### src/nptx_consts.svh
`ifndef NPTX_CONSTS_SVH
`define NPTX_CONSTS_SVH
`define NPTX_REG_ADDR 5'h07
`define NPTX_RESET_VAL 16'h2001
`define NPTX_BIT_MORE 15
`define NPTX_BIT_RSVD 14
`define NPTX_BIT_FMT 13
`define NPTX_BIT_SECOND_ACKNOWLEDGE 12
`define NPTX_BIT_TOGGLE 11
`define NPTX_CODE_MSB 10
`define NPTX_WR_MASK 16'hb7ff
`endif

### src/nptx_pkg.sv
package nptx_pkg;
	typedef enum logic [1:0] {
		NPTX_IDLE = 2'b00,
		NPTX_SEND = 2'b01
	} nptx_state_t;
endpackage : nptx_pkg

### src/nptx_next_page_tx.sv
// Notes on behaviour
// - outgoing next page word is built from the register at management address 7.
// - more pages flag in the sent word follows register bit 15.
// - next pages go out only when the partner is next page able.
// - bit 14 is reserved and always reads zero.
// - page format flag in the sent word follows register bit 13.
// - second acknowledge flag in the sent word follows register bit 12.
// - toggle bit 11 is read-only, inverts for each sent word, goes out.
// - first next page toggle is the complement of base page bit 11.
// - bits 10 to 0 are copied unchanged into the sent word.
`timescale 1ns/1ps
`default_nettype none
`include "nptx_consts.svh"
module nptx_next_page_tx
	import nptx_pkg::*;
(
	input wire logic sys_clk,
	input wire logic reset_n,
	input wire logic [4:0] mgmtAddr,
	input wire logic mgmtWrite,
	input wire logic mgmtRead,
	input wire logic [15:0] mgmtWrData,
	output logic [15:0] mgmtRdData,
	output logic mgmtRdValid,
	input wire logic partnerNextPageAble,
	input wire logic basePageSent,
	input wire logic basePageBit11,
	input wire logic pageRequest,
	input wire logic pageDone,
	output logic [15:0] txPageWord,
	output logic txPageValid
);

////////////////////////////////////////////////////////////////////////////////
// reset release
logic rstSync1_q;
logic rstSync2_q;
always_ff @(posedge sys_clk or negedge reset_n) begin
	if (!reset_n) begin
		rstSync1_q <= 1'b0;
		rstSync2_q <= 1'b0;
	end else begin
		rstSync1_q <= 1'b1;
		rstSync2_q <= rstSync1_q;
	end
end
wire logic rstN = rstSync2_q;

////////////////////////////////////////////////////////////////////////////////
// state of the block
nptx_state_t state_q;
nptx_state_t state_d;
logic [15:0] regWord_q;
logic [15:0] regWord_d;
logic toggle_q;
logic toggle_d;
logic [15:0] txWord_q;
logic [15:0] txWord_d;
logic txValid_q;
logic txValid_d;
logic [15:0] rdData_q;
logic [15:0] rdData_d;
logic rdValid_q;
logic rdValid_d;
logic regHit;
logic pageStart;
logic pageEnd;
logic [15:0] regView;
logic [15:0] nextWord;

// decodes shared by several groups
// only this address is decoded here; neighbours answer zero
assign regHit = (mgmtAddr == `NPTX_REG_ADDR);
assign pageStart = (state_q == NPTX_IDLE) && pageRequest && partnerNextPageAble;
assign pageEnd = (state_q == NPTX_SEND) && pageDone;

////////////////////////////////////////////////////////////////////////////////
// register as management reads it and as the next page would carry it
always_comb begin
	regView = regWord_q;
	regView[`NPTX_BIT_RSVD] = 1'b0;
	regView[`NPTX_BIT_TOGGLE] = toggle_q;
end

always_comb begin
	nextWord = 16'h0000;
	nextWord[`NPTX_BIT_MORE] = regWord_q[`NPTX_BIT_MORE];
	nextWord[`NPTX_BIT_RSVD] = 1'b0;
	nextWord[`NPTX_BIT_FMT] = regWord_q[`NPTX_BIT_FMT];
	nextWord[`NPTX_BIT_SECOND_ACKNOWLEDGE] = regWord_q[`NPTX_BIT_SECOND_ACKNOWLEDGE];
	nextWord[`NPTX_BIT_TOGGLE] = toggle_q;
	nextWord[`NPTX_CODE_MSB:0] = regWord_q[`NPTX_CODE_MSB:0];
end

////////////////////////////////////////////////////////////////////////////////
// management register: writable fields only
always_comb begin
	regWord_d = regWord_q;
	// reserved and toggle bits are never stored from a write
	if (mgmtWrite && regHit) begin
		regWord_d = mgmtWrData & `NPTX_WR_MASK;
	end
end

always_ff @(posedge sys_clk or negedge rstN) begin
	if (!rstN) begin
		regWord_q <= `NPTX_RESET_VAL;
	end else begin
		regWord_q <= regWord_d;
	end
end

////////////////////////////////////////////////////////////////////////////////
// toggle: holds the value the next sent word will carry
always_comb begin
	toggle_d = toggle_q;
	if (pageEnd) begin
		toggle_d = ~toggle_q;
	end
	// base page wins over a page end: a new exchange restarts the sequence
	if (basePageSent) begin
		toggle_d = ~basePageBit11;
	end
end

always_ff @(posedge sys_clk or negedge rstN) begin
	if (!rstN) begin
		toggle_q <= 1'b0;
	end else begin
		toggle_q <= toggle_d;
	end
end

////////////////////////////////////////////////////////////////////////////////
// read port: one-cycle valid, data held until the next read
always_comb begin
	rdData_d = rdData_q;
	rdValid_d = 1'b0;
	if (mgmtRead && regHit) begin
		rdData_d = regView;
		rdValid_d = 1'b1;
	end else if (mgmtRead) begin
		// other addresses belong to neighbouring registers
		rdData_d = 16'h0000;
		rdValid_d = 1'b1;
	end
end

always_ff @(posedge sys_clk or negedge rstN) begin
	if (!rstN) begin
		rdData_q <= 16'h0000;
		rdValid_q <= 1'b0;
	end else begin
		rdData_q <= rdData_d;
		rdValid_q <= rdValid_d;
	end
end

////////////////////////////////////////////////////////////////////////////////
// transmit sequencer
always_comb begin
	state_d = state_q;
	unique case (state_q)
		NPTX_IDLE: begin
			if (pageStart) begin
				state_d = NPTX_SEND;
			end
		end
		NPTX_SEND: begin
			if (pageDone) begin
				state_d = NPTX_IDLE;
			end
		end
		// two-bit code holds two illegal values
		default: begin
			state_d = NPTX_IDLE;
		end
	endcase
end

always_ff @(posedge sys_clk or negedge rstN) begin
	if (!rstN) begin
		state_q <= NPTX_IDLE;
	end else begin
		state_q <= state_d;
	end
end

////////////////////////////////////////////////////////////////////////////////
// outgoing word and its valid
always_comb begin
	txWord_d = txWord_q;
	// valid tracks the send state, up to and including the cycle with pageDone
	txValid_d = txValid_q;
	if (pageStart) begin
		// snapshot: a write landing mid-page only reaches the following page
		txWord_d = nextWord;
		txValid_d = 1'b1;
	end else if (pageEnd) begin
		txValid_d = 1'b0;
	end
end

always_ff @(posedge sys_clk or negedge rstN) begin
	if (!rstN) begin
		txWord_q <= 16'h0000;
		txValid_q <= 1'b0;
	end else begin
		txWord_q <= txWord_d;
		txValid_q <= txValid_d;
	end
end

////////////////////////////////////////////////////////////////////////////////
// outputs come straight from flip-flops
assign mgmtRdData = rdData_q;
assign mgmtRdValid = rdValid_q;
assign txPageWord = txWord_q;
assign txPageValid = txValid_q;

endmodule : nptx_next_page_tx
`default_nettype wire

### config.mk
export PLATFORM = sky130hd
export DESIGN_NAME = nptx_next_page_tx
export DESIGN_NICKNAME = d
export VERILOG_FILES = /design/src/nptx_pkg.sv /design/src/nptx_next_page_tx.sv
export VERILOG_INCLUDE_DIRS = /design/src /design/src/src
export SDC_FILE = /design/constraint.sdc
export NUM_CORES = 1
export LEC_CHECK = 0
export BUFFER_PORTS_ARGS = -buffer_cell sky130_fd_sc_hd__buf_2
export CAP_MARGIN = 20
export CORE_MARGIN = 3
export CORE_UTILIZATION = 44
export CTS_CLUSTER_SIZE = 20
export DETAILED_ROUTE_END_ITERATION = 10
export GPL_TIMING_DRIVEN = 0
export PLACE_DENSITY_LB_ADDON = 0.05
export SLEW_MARGIN = 10
export SYNTH_ARGS = -nofsm -noshare
export SYNTH_HDL_FRONTEND = slang
export SYNTH_SLANG_ARGS = --single-unit
export TNS_END_PERCENT = 1
### constraint.sdc
create_clock -name sys_clk -period 1.4 [get_ports sys_clk]
set_input_delay 0 -clock sys_clk [delete_from_list [all_inputs] [get_ports sys_clk]]
set_output_delay 0 -clock sys_clk [all_outputs]
set_load 0.02 [all_outputs]
Word-level counts from Yosys, hierarchy flattened:

Index checks and enable logic that the tools add are counted.

* shift operators: 0
* muxes and demuxes: 11
* add/subtract/negate cells: 0
* div/mod/pow operators: 0
* $lt $le $gt $ge: 0
* reduce and logical (&&, ||, !) cells: 10
* $mul: 0
* equal/unequal tests: 4
* bitwise logic cells: 2

Operator list (number)
* two-way mux 16 bit: 2
* two-way mux 1 bit: 6
* nonzero test 2 bit: 3
* == test 5 x 3 -> 1 bit (second input constant): 1
* logical AND 1 bit: 5
* two-way mux 2 bit: 2
* inequality test 2 bit (second input constant): 2
* case mux 2 bit (2 select lines): 1
* == test 2 x 1 -> 1 bit (second input constant): 1
* zero test 2 bit: 1
* NOT 1 bit: 2
* AND reduction 2 bit: 1

* word-level logic and storage cells: 36
* bits in writable memories: 0
* register bits after elaboration: 52
* ROM bits: 0
* output and inout port bits: 34
* latch bits: 0
* memories kept: 0

Logic depth before layout (Yosys ltp):

Gate-level depths: netlist (run 1).

* depth in word-level cells: 5
* mapped depth: 5
* mapped depth without buffers: 3

Worst setup path before layout (run 1):

OpenSTA, ideal clock, no wires.

* path kind: register to register
* from: register state_q[0]
* to: register txWord_q[1], in the netlist txPageWord[1]
* period minus slack after synthesis: 1.180 ns
* data arrival time: 1.055 ns
* stages on the path, launching flop included: 5
* setup slack: 0.220 ns
* library setup time: 0.125 ns
* path through: dfrtp_1 -> inv_1 -> nand3_2 -> buf_2 -> mux2_2

* word-level cells in the longest chain between the ends: 3

Ends and longest elaborated chain
* start, declared: line nptx_next_page_tx.sv:51 `nptx_state_t state_q;`
* start signal, assigned: line nptx_next_page_tx.sv:185 `state_q <= state_d;`
* zero test 2 bit: line nptx_next_page_tx.sv:74 `assign pageStart = (state_q == NPTX_IDLE) && pageRequest && partnerNextPageAble;`
* logical AND 1 bit (2 in series): line nptx_next_page_tx.sv:74
* end signal, assigned: line nptx_next_page_tx.sv:209 `txWord_q <= txWord_d;`
* end, declared: line nptx_next_page_tx.sv:57 `logic [15:0] txWord_q;`

No other way between the ends.
A chain may end at the register's enable or synchronous reset.

Worst setup path after layout (run 1):

* from: register state_q[0]
* to: register toggle_q

* word-level cells in the longest chain between the ends: 3

Ends and longest elaborated chain
* == test 2 x 1 -> 1 bit: line nptx_next_page_tx.sv:75 `assign pageEnd = (state_q == NPTX_SEND) && pageDone;`
* logical AND 1 bit: line nptx_next_page_tx.sv:75
* nonzero test 2 bit (no source line)
* end signal, assigned: line nptx_next_page_tx.sv:130 `toggle_q <= toggle_d;`
* end, declared: line nptx_next_page_tx.sv:55 `logic toggle_q;`

No other way between the ends.

==> summary.md, run 1 <==
| Metric | Value |
|---|---|
| Status | `complete, no violations` |
| Layout cells sized above 1 | `52.7%` |
| Worst-path clk slew | `90 ps` |
| Fill cells | `324` |
| Worst Hold Class | `in2reg` |
| MaxCap Viol Count | `0` |
| Initial drt markers | `45` |
| Tcrit/Tclk final | `98.0%` |
| Final HPWL DP | `2680 um` |
| Critical Path End Type | `flip-flop` |
| Finished Cell Area | `2580 sq um` |
| Vias in the first global route | `1,342` |
| Initial antenna violation count | `0` |
| Hold_sp | `pageRequest` |
| Setup Crit Path Kind | `reg2reg` |
| Num CTS Buffers | `5` |
| Fin nets | `234` |
| Pin count of the biggest net entering global routing | `49` |
| Worst-Margin Slew | `502 ps` |
| H-Tree Depth | `2` |
| Cells after Synth | `116` |
| Max IR drop VDD | `762 uV` |
| Chip width | `71.5 um` |
| Clock sink total | `50` |
| DRC errors left | `0` |
| Clk Latency, worst-skew pair | `300 ps` |
| Critical path required time | `1590 ps` |
| Avg WL per Cell | `15.1 um` |
| Post-Route WL | `3860 um` |
| Reg power frac | `53.3%` |
| Sequential area share after synthesis | `66.4%` |
| CP Launch Type | `flip-flop` |
| Max-slew violations | `0` |
| Worst Skew | `9.12 ps` |
| WHS | `138 ps` |
| Crit Path Max Fanout | `2` |
| CP arrival | `1560 ps` |
| Highest clock rate | `729 MHz` |
| Period minus WS final | `1370 ps` |
| Antenna Nets Post-Route | `0` |
| I/O pins | `64` |
| RSZ-0062 raised after global routing | `true` |
| Global-route wire length before repair | `6530 um` |
| Starting Density | `46.6%` |
| Number of diodes | `0` |
| CTS tree | `done` |
| Setup Fix Bufs, Post-CTS | `0` |
| Die area | `5120 sq um` |
| Pwr Total | `3.44 mW` |
| Worst r2r src | `state_q[0]` |
| Core Footprint | `4060 sq um` |
| Area grow syn2layout | `36.4%` |
| Total GRT Usage | `16.7%` |
| Die height | `71.5 um` |
| Longest Clk Path Bufs | `2` |
| Final Wtd Congestion | `0.703` |
| Setup TNS | `0 ps` |
| P_sw | `963 uW` |
| Vias/cell | `4.83` |
| Clk pwr share | `24.4%` |
| Max-slew headroom | `66.5%` |
| Clk root buf | `clkbuf_8` |
| Setup violators final | `0` |
| Total number of vias | `1,232` |
| Setup crit start | `state_q[0]` |
| Pwr Density | `1340 nW/um^2` |
| Yosys Warn Count | `0` |
| Dpl cell area | `2250 sq um` |
| Synthesized cell area | `1890 sq um` |
| Final Hold Fails | `0` |
| Cell Int Power | `2.48 mW` |
| Switching Share | `28.0%` |
| Yosys reg bits | `50` |
| Logic gate share of total power | `22.4%` |
| DR pass1 iterations | `3` |
| Cell Rows | `23` |
| PortBufs | `59` |
| Syn_area_per_cell | `16.3 sq um` |
| Synth cell types | `18` |
| Congestion Overflow GR | `0` |
| Pleak | `1.38 nW` |
[worst paths after layout]
path / cells past startpoint / end / slack [ps]
worst max-delay path: 4 / toggle_q / 30
worst max register to register: 4 / toggle_q / 30
min in group asynchronous: 0 / regWord_q[4] / 200
max in group asynchronous: 1 / regWord_q[0] / 630
worst min-delay path: 3 / txPageWord[0] / 140
worst min register to register: 0 / regWord_q[4] / 200
[cell families after synthesis]
group	share of synthesized area, %
buffers and inverters	3.11
multiplexers	19.8
flip-flops	66.4
AND/OR/NAND/NOR	2.65
AO/OA/AOI/OAI	7.22
XOR/XNOR	0.464
other	0.397
[power by group through the flow]
stage / Clock [mW] / Combinational (mW) / Sequential [mW]
after floorplan: 0 / 0.277 / 2.04
after global placement: 0 / 0.685 / 1.86
after detailed placement: 0 / 0.705 / 1.88
after CTS: 0.869 / 0.757 / 1.85
after global routing: 0.927 / 0.833 / 1.87
final: 0.838 / 0.769 / 1.83
[what timing repair did]
| item | CTS | global route |
|---|---|---|
| endpoints found under the hold margin | 19 | 0 |
| hold buffers | 20 | 0 |
| resized for setup | 1 | 2 |
| setup endpoints to repair | 8 | 9 |
[area by class of cell]
class                      instances  area [sq um]  area share (%)
buffer                             8          53.8            2.09
clock buffer                       7          86.3            3.35
clock inverter                     1          5.00           0.194
inverter                           2          7.51           0.291
multi-input combinational         57           591            22.9
sequential                        50          1250            48.7
tap                               50          62.6            2.43
timing repair buffer              80           515            20.0
[per-layer routing]
layer | routed length, um | global-route usage, % | vias up
li1 | - | - | 583
met3 | 250 | 6.17 | 2
met2 | 1990 | 26.8 | 36
met4 | 13 | 3.13 | 0
met1 | 1600 | 22.0 | 611
met5 | 0 | 0 | -
[cells in the final DEF (no fill, tap or decap)]
cell type,count
buf_2,60
dfrtp_1,47
dlygate4sd3_1,20
mux2_2,19
a22o_1,15
mux2_4,10
clkbuf_8,6
buf_4,4
clkbuf_1,3
conb_1,3
inv_1,2
nand2_1,2
dfstp_2,2
nand3_4,1
and4bb_1,1
and3_1,1
nand2_2,1
xor2_1,1
mux2i_1,1
nand3_2,1
buf_6,1
o21ai_0,1
clkinv_2,1
buf_12,1
dfrtp_2,1
[sequential cells by signal, indices dropped and copies added (netlist names)]
name / count
rstN: 1
state_q: 1
mgmtRdValid: 1
regWord_q: 14
txPageValid: 1
mgmtRdData: 15
toggle_q: 1
txPageWord: 15
rstSync1_q: 1
[synth_stat cells (all sizes together)]
master	n	area share, %
a22o	15	7.0
and3	1	0.33
and4bb	1	0.66
buf	6	2.3
clkbuf	2	0.40
conb	2	0.40
dfrtp	48	64
dfstp	2	2.8
inv	2	0.40
mux2	29	19
mux2i	1	0.53
nand2	3	0.60
nand3	2	1.1
o21ai	1	0.26
xor2	1	0.46
[per-stage QoR]
stage               cells  utilization, %  worst slack (ps)
global route          255            63.5             -31.1
global placement      226            55.5              32.4
finish                255            63.5              27.3
detailed placement    226            55.5             -28.9
floorplan             117               -               220
CTS                   254            62.8              19.2
[critical path, stage by stage, from the launching register on]
cell	delay [ps]
dfrtp_1	400
nand2_2	80
xor2_1	140
mux2i_1	80
dlygate4sd3_1	560
(Power assumes the default switching activity.)
==> inputs of run 2 (changes only) <==
CELL_PAD_IN_SITES_DETAIL_PLACEMENT = 0   (was unset)
CELL_PAD_IN_SITES_GLOBAL_PLACEMENT = 1   (was unset)
CORE_UTILIZATION = 36   (was 44)
==> summary.md, run 2 (synthesis gave the netlist of run 1 again) <==
| Metric | Value |
|---|---|
| Critical Path Max Stage Delay | `560 ps (about the same)` |
| Post-Route WL | `3940 um (+2.3%)` |
| Hold_sp | `mgmtWrite` |
| PortBufs | `59 (unchanged)` |
| Clk pwr share | `24.5% (about the same)` |
| Critical path required time | `1580 ps (about the same)` |
| Reg power frac | `53.3% (about the same)` |
| Area grow syn2layout | `37.4%` |
| Commonest non-fill, non-tap cell in the layout | `buf_2` |
| Worst r2r src | `state_q[0]` |
| Most frequent cells in the layout | `buf_2, dfrtp_1, dlygate4sd3_1, mux2_2, a22o_1` |
| Worst-Margin Slew | `569 ps (+67.4 ps)` |
| Worst Skew | `5.79 ps (-3.33 ps)` |
| Crit Path Max Fanout | `2 (unchanged)` |
| Vias/cell | `4.67 (-3.4%)` |
| Status | `complete, no violations` |
| Max IR drop VDD | `563 uV (-26%)` |
| Initial drt markers | `31 (-31%)` |
| Clk root buf | `clkbuf_8` |
| Starting Density | `38.5% (-8.1 points)` |
| Fill cells | `456 (+41%)` |
| Die height | `78.4 um (+9.7%)` |
| I/O pins | `64 (unchanged)` |
| Setup violators final | `0 (unchanged)` |
| Routed length on met2 | `1950 um (-2.4%)` |
| Pwr Density | `1330 nW/um^2 (-0.77%)` |
| Dpl cell area | `2270 sq um (+0.94%)` |
| DRC errors left | `0 (unchanged)` |
| Setup Crit Path Kind | `reg2reg` |
| Cell Int Power | `2.48 mW (+0.16%)` |
| Area of the multi-input gates | `591 sq um (unchanged)` |
| Max-slew headroom | `62.0% (-4.5 points)` |
| Slowest stage cell on the critical path | `dlygate4sd3_1` |
| Final Hold Fails | `0 (unchanged)` |
| Chip width | `78.4 um (+9.7%)` |
| Layout cells sized above 1 | `52.2% (-0.49 points)` |
| Final Wtd Congestion | `0.702 (-0.16%)` |
| Congestion Overflow GR | `0 (unchanged)` |
| Num CTS Buffers | `5 (unchanged)` |
| CP Launch Type | `flip-flop` |
| Total GRT Usage | `13.4% (-3.3 points)` |
| R2R cell count | `4 (unchanged)` |
| Longest Clk Path Bufs | `2 (unchanged)` |
| Worst Hold Class | `in2reg` |
| Number of diodes | `0 (unchanged)` |
| Period minus WS final | `1370 ps (-4.30 ps)` |
| Cell Chain, Critical Path | `nand2_2, xor2_1, mux2i_1, dlygate4sd3_1` |
| Reg-to-reg setup timing slack | `30 ps (about the same)` |
| Fin nets | `234 (unchanged)` |
| Initial antenna violation count | `0 (unchanged)` |
| MaxCap Viol Count | `0 (unchanged)` |
| Critical Path End Type | `flip-flop` |
| RSZ-0062 raised after global routing | `true` |
| Worst R2R End | `toggle_q` |
| Hold EP | `regWord_q[1]` |
| Die area | `6150 sq um (+20%)` |
| P_sw | `959 uW (-0.41%)` |
| Tcrit/Tclk final | `97.7% (-0.31 points)` |
| Total number of vias | `1,269 (+3.0%)` |
| H-Tree Depth | `2 (unchanged)` |
| Global-route wire length before repair | `6310 um (-3.3%)` |
| Highest clock rate | `731 MHz (+0.31%)` |
| Vias in the first global route | `1,335 (-0.52%)` |
| Final HPWL DP | `2590 um (-3.4%)` |
| Clk Latency, worst-skew pair | `290 ps (about the same)` |
| Logic gate share of total power | `22.3% (about the same)` |
| Pin count of the biggest net entering global routing | `49 (unchanged)` |
| Clock sink total | `50 (unchanged)` |
| DR pass1 iterations | `4 (+1)` |
| CP arrival | `1550 ps (about the same)` |
| Max-slew violations | `0 (unchanged)` |
| Worst-path clk slew | `80 ps (about the same)` |
| Core Footprint | `4910 sq um (+21%)` |
| CTS tree | `done` |
| WHS | `130 ps (-7.86 ps)` |
| Pleak | `1.38 nW (-0.20%)` |
| Register Area | `1250 sq um (unchanged)` |
| Avg WL per Cell | `14.5 um (-4.1%)` |
| Min-Delay Path Depth | `3 (unchanged)` |
| WL met3 | `186 um (-26%)` |
| Cell Rows | `25 (+8.7%)` |
| Finished Cell Area | `2600 sq um (+0.78%)` |
| Switching Share | `27.9% (-0.11 points)` |
| Met1 Wirelength | `1700 um (+6.1%)` |
| Antenna Nets Post-Route | `0 (unchanged)` |
| Uppermost layer routed | `met4` |
run 2: changes by cell type in the layout (fill, tap and decap cells not counted):
cell,previous run,this run
clkbuf_1,3,4
clkinv_2,1,0
run 2: cell type report:
class | count | share of cell area (%)
plain buffers | 8 | 2.07
multi-input cells | 57 | 22.7
clock buffers | 8 | 3.47
flip-flops and latches | 50 | 48.3
repair buffers | 80 | 19.9
well taps | 67 | 3.23
inverters | 2 | 0.289
run 2: per-layer routing:
layer  up-vias  global-route usage, %
li1        583                      -
met1       631                   16.5
met2        40                   21.9
met3        15                   2.87
met4         0                   7.17
met5         -                      0
run 2: stage by stage:
stage / utilization [%] / power (mW) / TNS [ps] / cells / setup slack, ps
after CTS: 52.3 / 3.47 / 0 / 271 / 34.9
after floorplan: - / 2.31 / 0 / 117 / 220
final: 52.9 / 3.44 / 0 / 272 / 31.6
after global placement: 46.3 / 2.55 / 0 / 243 / 4.85
after detailed placement: 46.3 / 2.58 / -77.7 / 243 / -13.7
after global routing: 52.9 / 3.62 / -26.3 / 272 / -26.3
run 2: worst max path at each step:
stage                     depth (start not counted)  startpoint             to  slack, ps
after floorplan                                   4  state_q[0]  txPageWord[1]        220
after global placement                            4  state_q[0]  txPageWord[3]          5
after detailed placement                          4  state_q[0]  txPageWord[2]        -10
after CTS                                         4  state_q[0]       toggle_q         30
after global routing                              4  state_q[0]       toggle_q        -30
final                                             4  state_q[0]       toggle_q         30
run 2: worst max-delay path: cells and delay by family, from the launching register on:
kind / cells / cell delay (ps)
buf+inv: 1 / 560
flops: 1 / 400
simple gates: 1 / 80
xor+xnor: 1 / 140
mux: 1 / 80
run 2: timing repair:
action | 4_1_cts | 5_1_grt
setup buffers | 0 | 0
gates resized for setup | 1 | 2
endpoints found under the hold margin | 19 | 0
setup endpoints to repair | 8 | 9
hold buffers | 20 | 0
run 2: power by group through the flow:
stage / Clock (mW) / Combinational, mW / Sequential (mW)
4_1_cts: 0.873 / 0.751 / 1.85
3_3_place_gp: 0 / 0.689 / 1.87
6_report: 0.843 / 0.766 / 1.83
2_1_floorplan: 0 / 0.277 / 2.04
3_5_place_dp: 0 / 0.700 / 1.88
5_1_grt: 0.928 / 0.823 / 1.87
==> inputs of run 3 (changes only) <==
ABC_AREA = 1   (was unset)
CORE_UTILIZATION = 33   (was 36)
==> summary.md, run 3 <==
| Metric | Value |
|---|---|
| Worst Skew | `1.92 ps (-3.87 ps)` |
| Setup TNS | `0 ps (unchanged)` |
| Area grow syn2layout | `35.3%` |
| Max-slew violations | `0 (unchanged)` |
| Post-Route WL | `4680 um (+19%)` |
| Clk Latency, worst-skew pair | `290 ps (about the same)` |
| Clock sink total | `50 (unchanged)` |
| Die area | `7180 sq um (+17%)` |
| Clk root buf | `clkbuf_8` |
| Total number of vias | `1,629 (+28%)` |
| Cell Chain, Critical Path | `dlygate4sd3_1, buf_2, nand3_1, dlygate4sd3_1, nand2_1` |
| Setup violators final | `0 (unchanged)` |
| Post-synth EDFFs | `0 (unchanged)` |
| Highest clock rate | `913 MHz (+25%)` |
| Tcrit/Tclk final | `78.3% (-19 points)` |
| Vias in the first global route | `1,632 (+22%)` |
| Most area-consuming cells after synthesis | `dfrtp_1, nand2_1, nand3_1` |
| Sequential area share after synthesis | `61.3% (-5.0 points)` |
| Fill cells | `624 (+37%)` |
| Die height | `84.7 um (+8.0%)` |
| Global-route wire length before repair | `7980 um (+26%)` |
| Initial drt markers | `65 (+110%)` |
| Cells after Synth | `217 (+87%)` |
| Congestion Overflow GR | `0 (unchanged)` |
| CP Launch Type | `input port` |
| Starting Density | `34.3% (-4.1 points)` |
| Longest Clk Path Bufs | `2 (unchanged)` |
| Num CTS Buffers | `5 (unchanged)` |
| Leading area contributor after synthesis | `dfrtp_1` |
| Cell Rows | `28 (+12%)` |
| Worst Hold Class | `in2reg` |
| Yosys Warn Count | `0 (unchanged)` |
| Vias/cell | `4.26 (-8.6%)` |
| Setup Crit Path Kind | `in2reg` |
| Most frequent cells in the layout | `nand2_1, buf_2, dfrtp_1, dlygate4sd3_1, nand3_1` |
| I/O pins | `64 (unchanged)` |
| Layout cells sized above 1 | `30.9% (-21 points)` |
| Final WS setup | `304 ps (+273 ps)` |
| Number of diodes | `0 (unchanged)` |
| H-Tree Depth | `2 (unchanged)` |
| Chip width | `84.7 um (+8.0%)` |
| Dpl cell area | `2430 sq um (+7.0%)` |
| Fin nets | `336 (+44%)` |
| Worst Path Buf+Inv | `3 (+2)` |
| Dominant synthesized flop cell | `dfrtp_1` |
| Status | `complete, no violations` |
| Core Footprint | `5960 sq um (+21%)` |
| Pin count of the biggest net entering global routing | `49 (unchanged)` |
| Top cell type's share of synthesized area | `58.8% (-4.8 points)` |
| Pleak | `1.51 nW (+9.7%)` |
| Top post-synthesis cells by count | `nand2_1, dfrtp_1, nand3_1` |
| Levels on crit path | `5 (+1)` |
| Commonest non-fill, non-tap cell in the layout | `nand2_1` |
| Final HPWL DP | `3310 um (+28%)` |
| CP arrival | `1290 ps (-260 ps)` |
| DR pass1 iterations | `4 (unchanged)` |
| PortBufs | `58 (-1.7%)` |
| Critical Path End Type | `flip-flop` |
| Crit Path Max Fanout | `1 (-1)` |
| Final Wtd Congestion | `0.687 (-2.1%)` |
| Synth cell types | `19 (+1)` |
| Slowest stage cell on the critical path | `dlygate4sd3_1` |
| Avg WL per Cell | `12.2 um (-16%)` |
| RSZ-0062 raised after global routing | `false` |
| R2R cell count | `5 (+1)` |
| Finished Cell Area | `2770 sq um (+6.5%)` |
| Syn_area_per_cell | `9.42 sq um (-42%)` |
| Max IR drop VDD | `503 uV (-11%)` |
| CTS tree | `done` |
| Worst-path clk slew | `80 ps (about the same)` |
| Initial antenna violation count | `0 (unchanged)` |
| Critical path required time | `1600 ps (+20 ps)` |
| Synthesized cell area | `2040 sq um (+8.2%)` |
| MaxCap Viol Count | `0 (unchanged)` |
| Critical path's top delay family | `buffers and inverters` |
| Crit path top cell by count | `dlygate4sd3_1` |
| Count leader, synth | `nand2_1` |
| Total GRT Usage | `13.9% (+0.48 points)` |
| Critical Path Max Stage Delay | `540 ps (-20 ps)` |
| Post-Place Worst Slack | `163 ps (+177 ps)` |
| Asr flop ratio synth | `100% (unchanged)` |
| CTS-repair resized insts | `0 (-1)` |
| Min-Delay Path Depth | `3 (unchanged)` |
| Pwr Density | `1190 nW/um^2 (-11%)` |
| Final Hold Fails | `0 (unchanged)` |
| Period minus WS final | `1100 ps (-273 ps)` |
| DRC errors left | `0 (unchanged)` |
| Antenna Nets Post-Route | `0 (unchanged)` |
| Yosys reg bits | `50 (unchanged)` |
-- run 3: changes by cell type after synthesis, sizes merged, moves of 2 or more --
cell	change
a22o	-15
o21ai	+16
inv	+18
nor2	+2
mux2	-29
buf	+6
nand2	+76
nand3	+29
-- run 3: worst register-to-register path, cell delays in order (launching register included) --
cell     delay [ps]
dfrtp_1         400
inv_1            80
nand3_1         130
buf_2           220
nand2_1          80
o21ai_0          70
-- run 3: worst paths after layout --
kind	slack, ps	end	from
max	300	regWord_q[3]	mgmtWrData[3]
min	10	regWord_q[2]	mgmtWrite
max reg2reg	310	txPageWord[2]	state_q[0]
min reg2reg	230	mgmtRdData[7]	rstN
max in group asynchronous	650	mgmtRdValid	rstN
min in group asynchronous	230	mgmtRdData[7]	rstN
-- run 3: stage by stage --
step / total power [mW] / utilization [%] / std cells / hold WS [ps]
2_1_floorplan: 2.17 / - / 218 / -296
3_3_place_gp: 2.41 / 40.9 / 351 / -214
3_5_place_dp: 2.42 / 40.9 / 351 / -211
4_1_cts: 3.32 / 46.1 / 381 / 0.286
5_1_grt: 3.51 / 46.4 / 382 / 21.9
6_report: 3.28 / 46.4 / 382 / 12.7
-- run 3: cells by family (layout without fill, tap and decap cells) --
| group | after synthesis | count (layout) | synth area share, % |
|---|---|---|---|
| buf+inv | 34 | 123 | 8.20 |
| flops | 50 | 50 | 61.3 |
| simple gates | 113 | 113 | 25.7 |
| other cells | 2 | 3 | 0.367 |
| compound gates | 18 | 18 | 4.41 |
-- run 3: what timing repair did --
item,CTS,global route
endpoints found under the hold margin,20,0
hold buffers,22,0
buffers inserted,0,0
setup endpoints to repair,0,0
-- run 3: layer usage --
metal  up-vias  wire, um  track usage [%]
met3         5       282             3.63
li1        846         -                -
met2        45      2030             20.6
met5         -         0                0
met1       733      2310             20.0
met4         0        57             3.88
-- run 3: area by class of cell --
type                    count  area (sq um)  area share (%)
inverters                  20          75.1            2.71
repair buffers             81           531            19.2
plain buffers              14          92.6            3.35
clock inverters             1          5.00           0.181
multi-input cells         134           627            22.7
well taps                  75          93.8            3.39
flip-flops and latches     50          1250            45.4
clock buffers               7          86.3            3.12
-- run 3: power breakdown --
group / switching (mW) / internal [mW]
logic: 0.383 / 0.249
registers: 0.146 / 1.65
clock network: 0.451 / 0.399
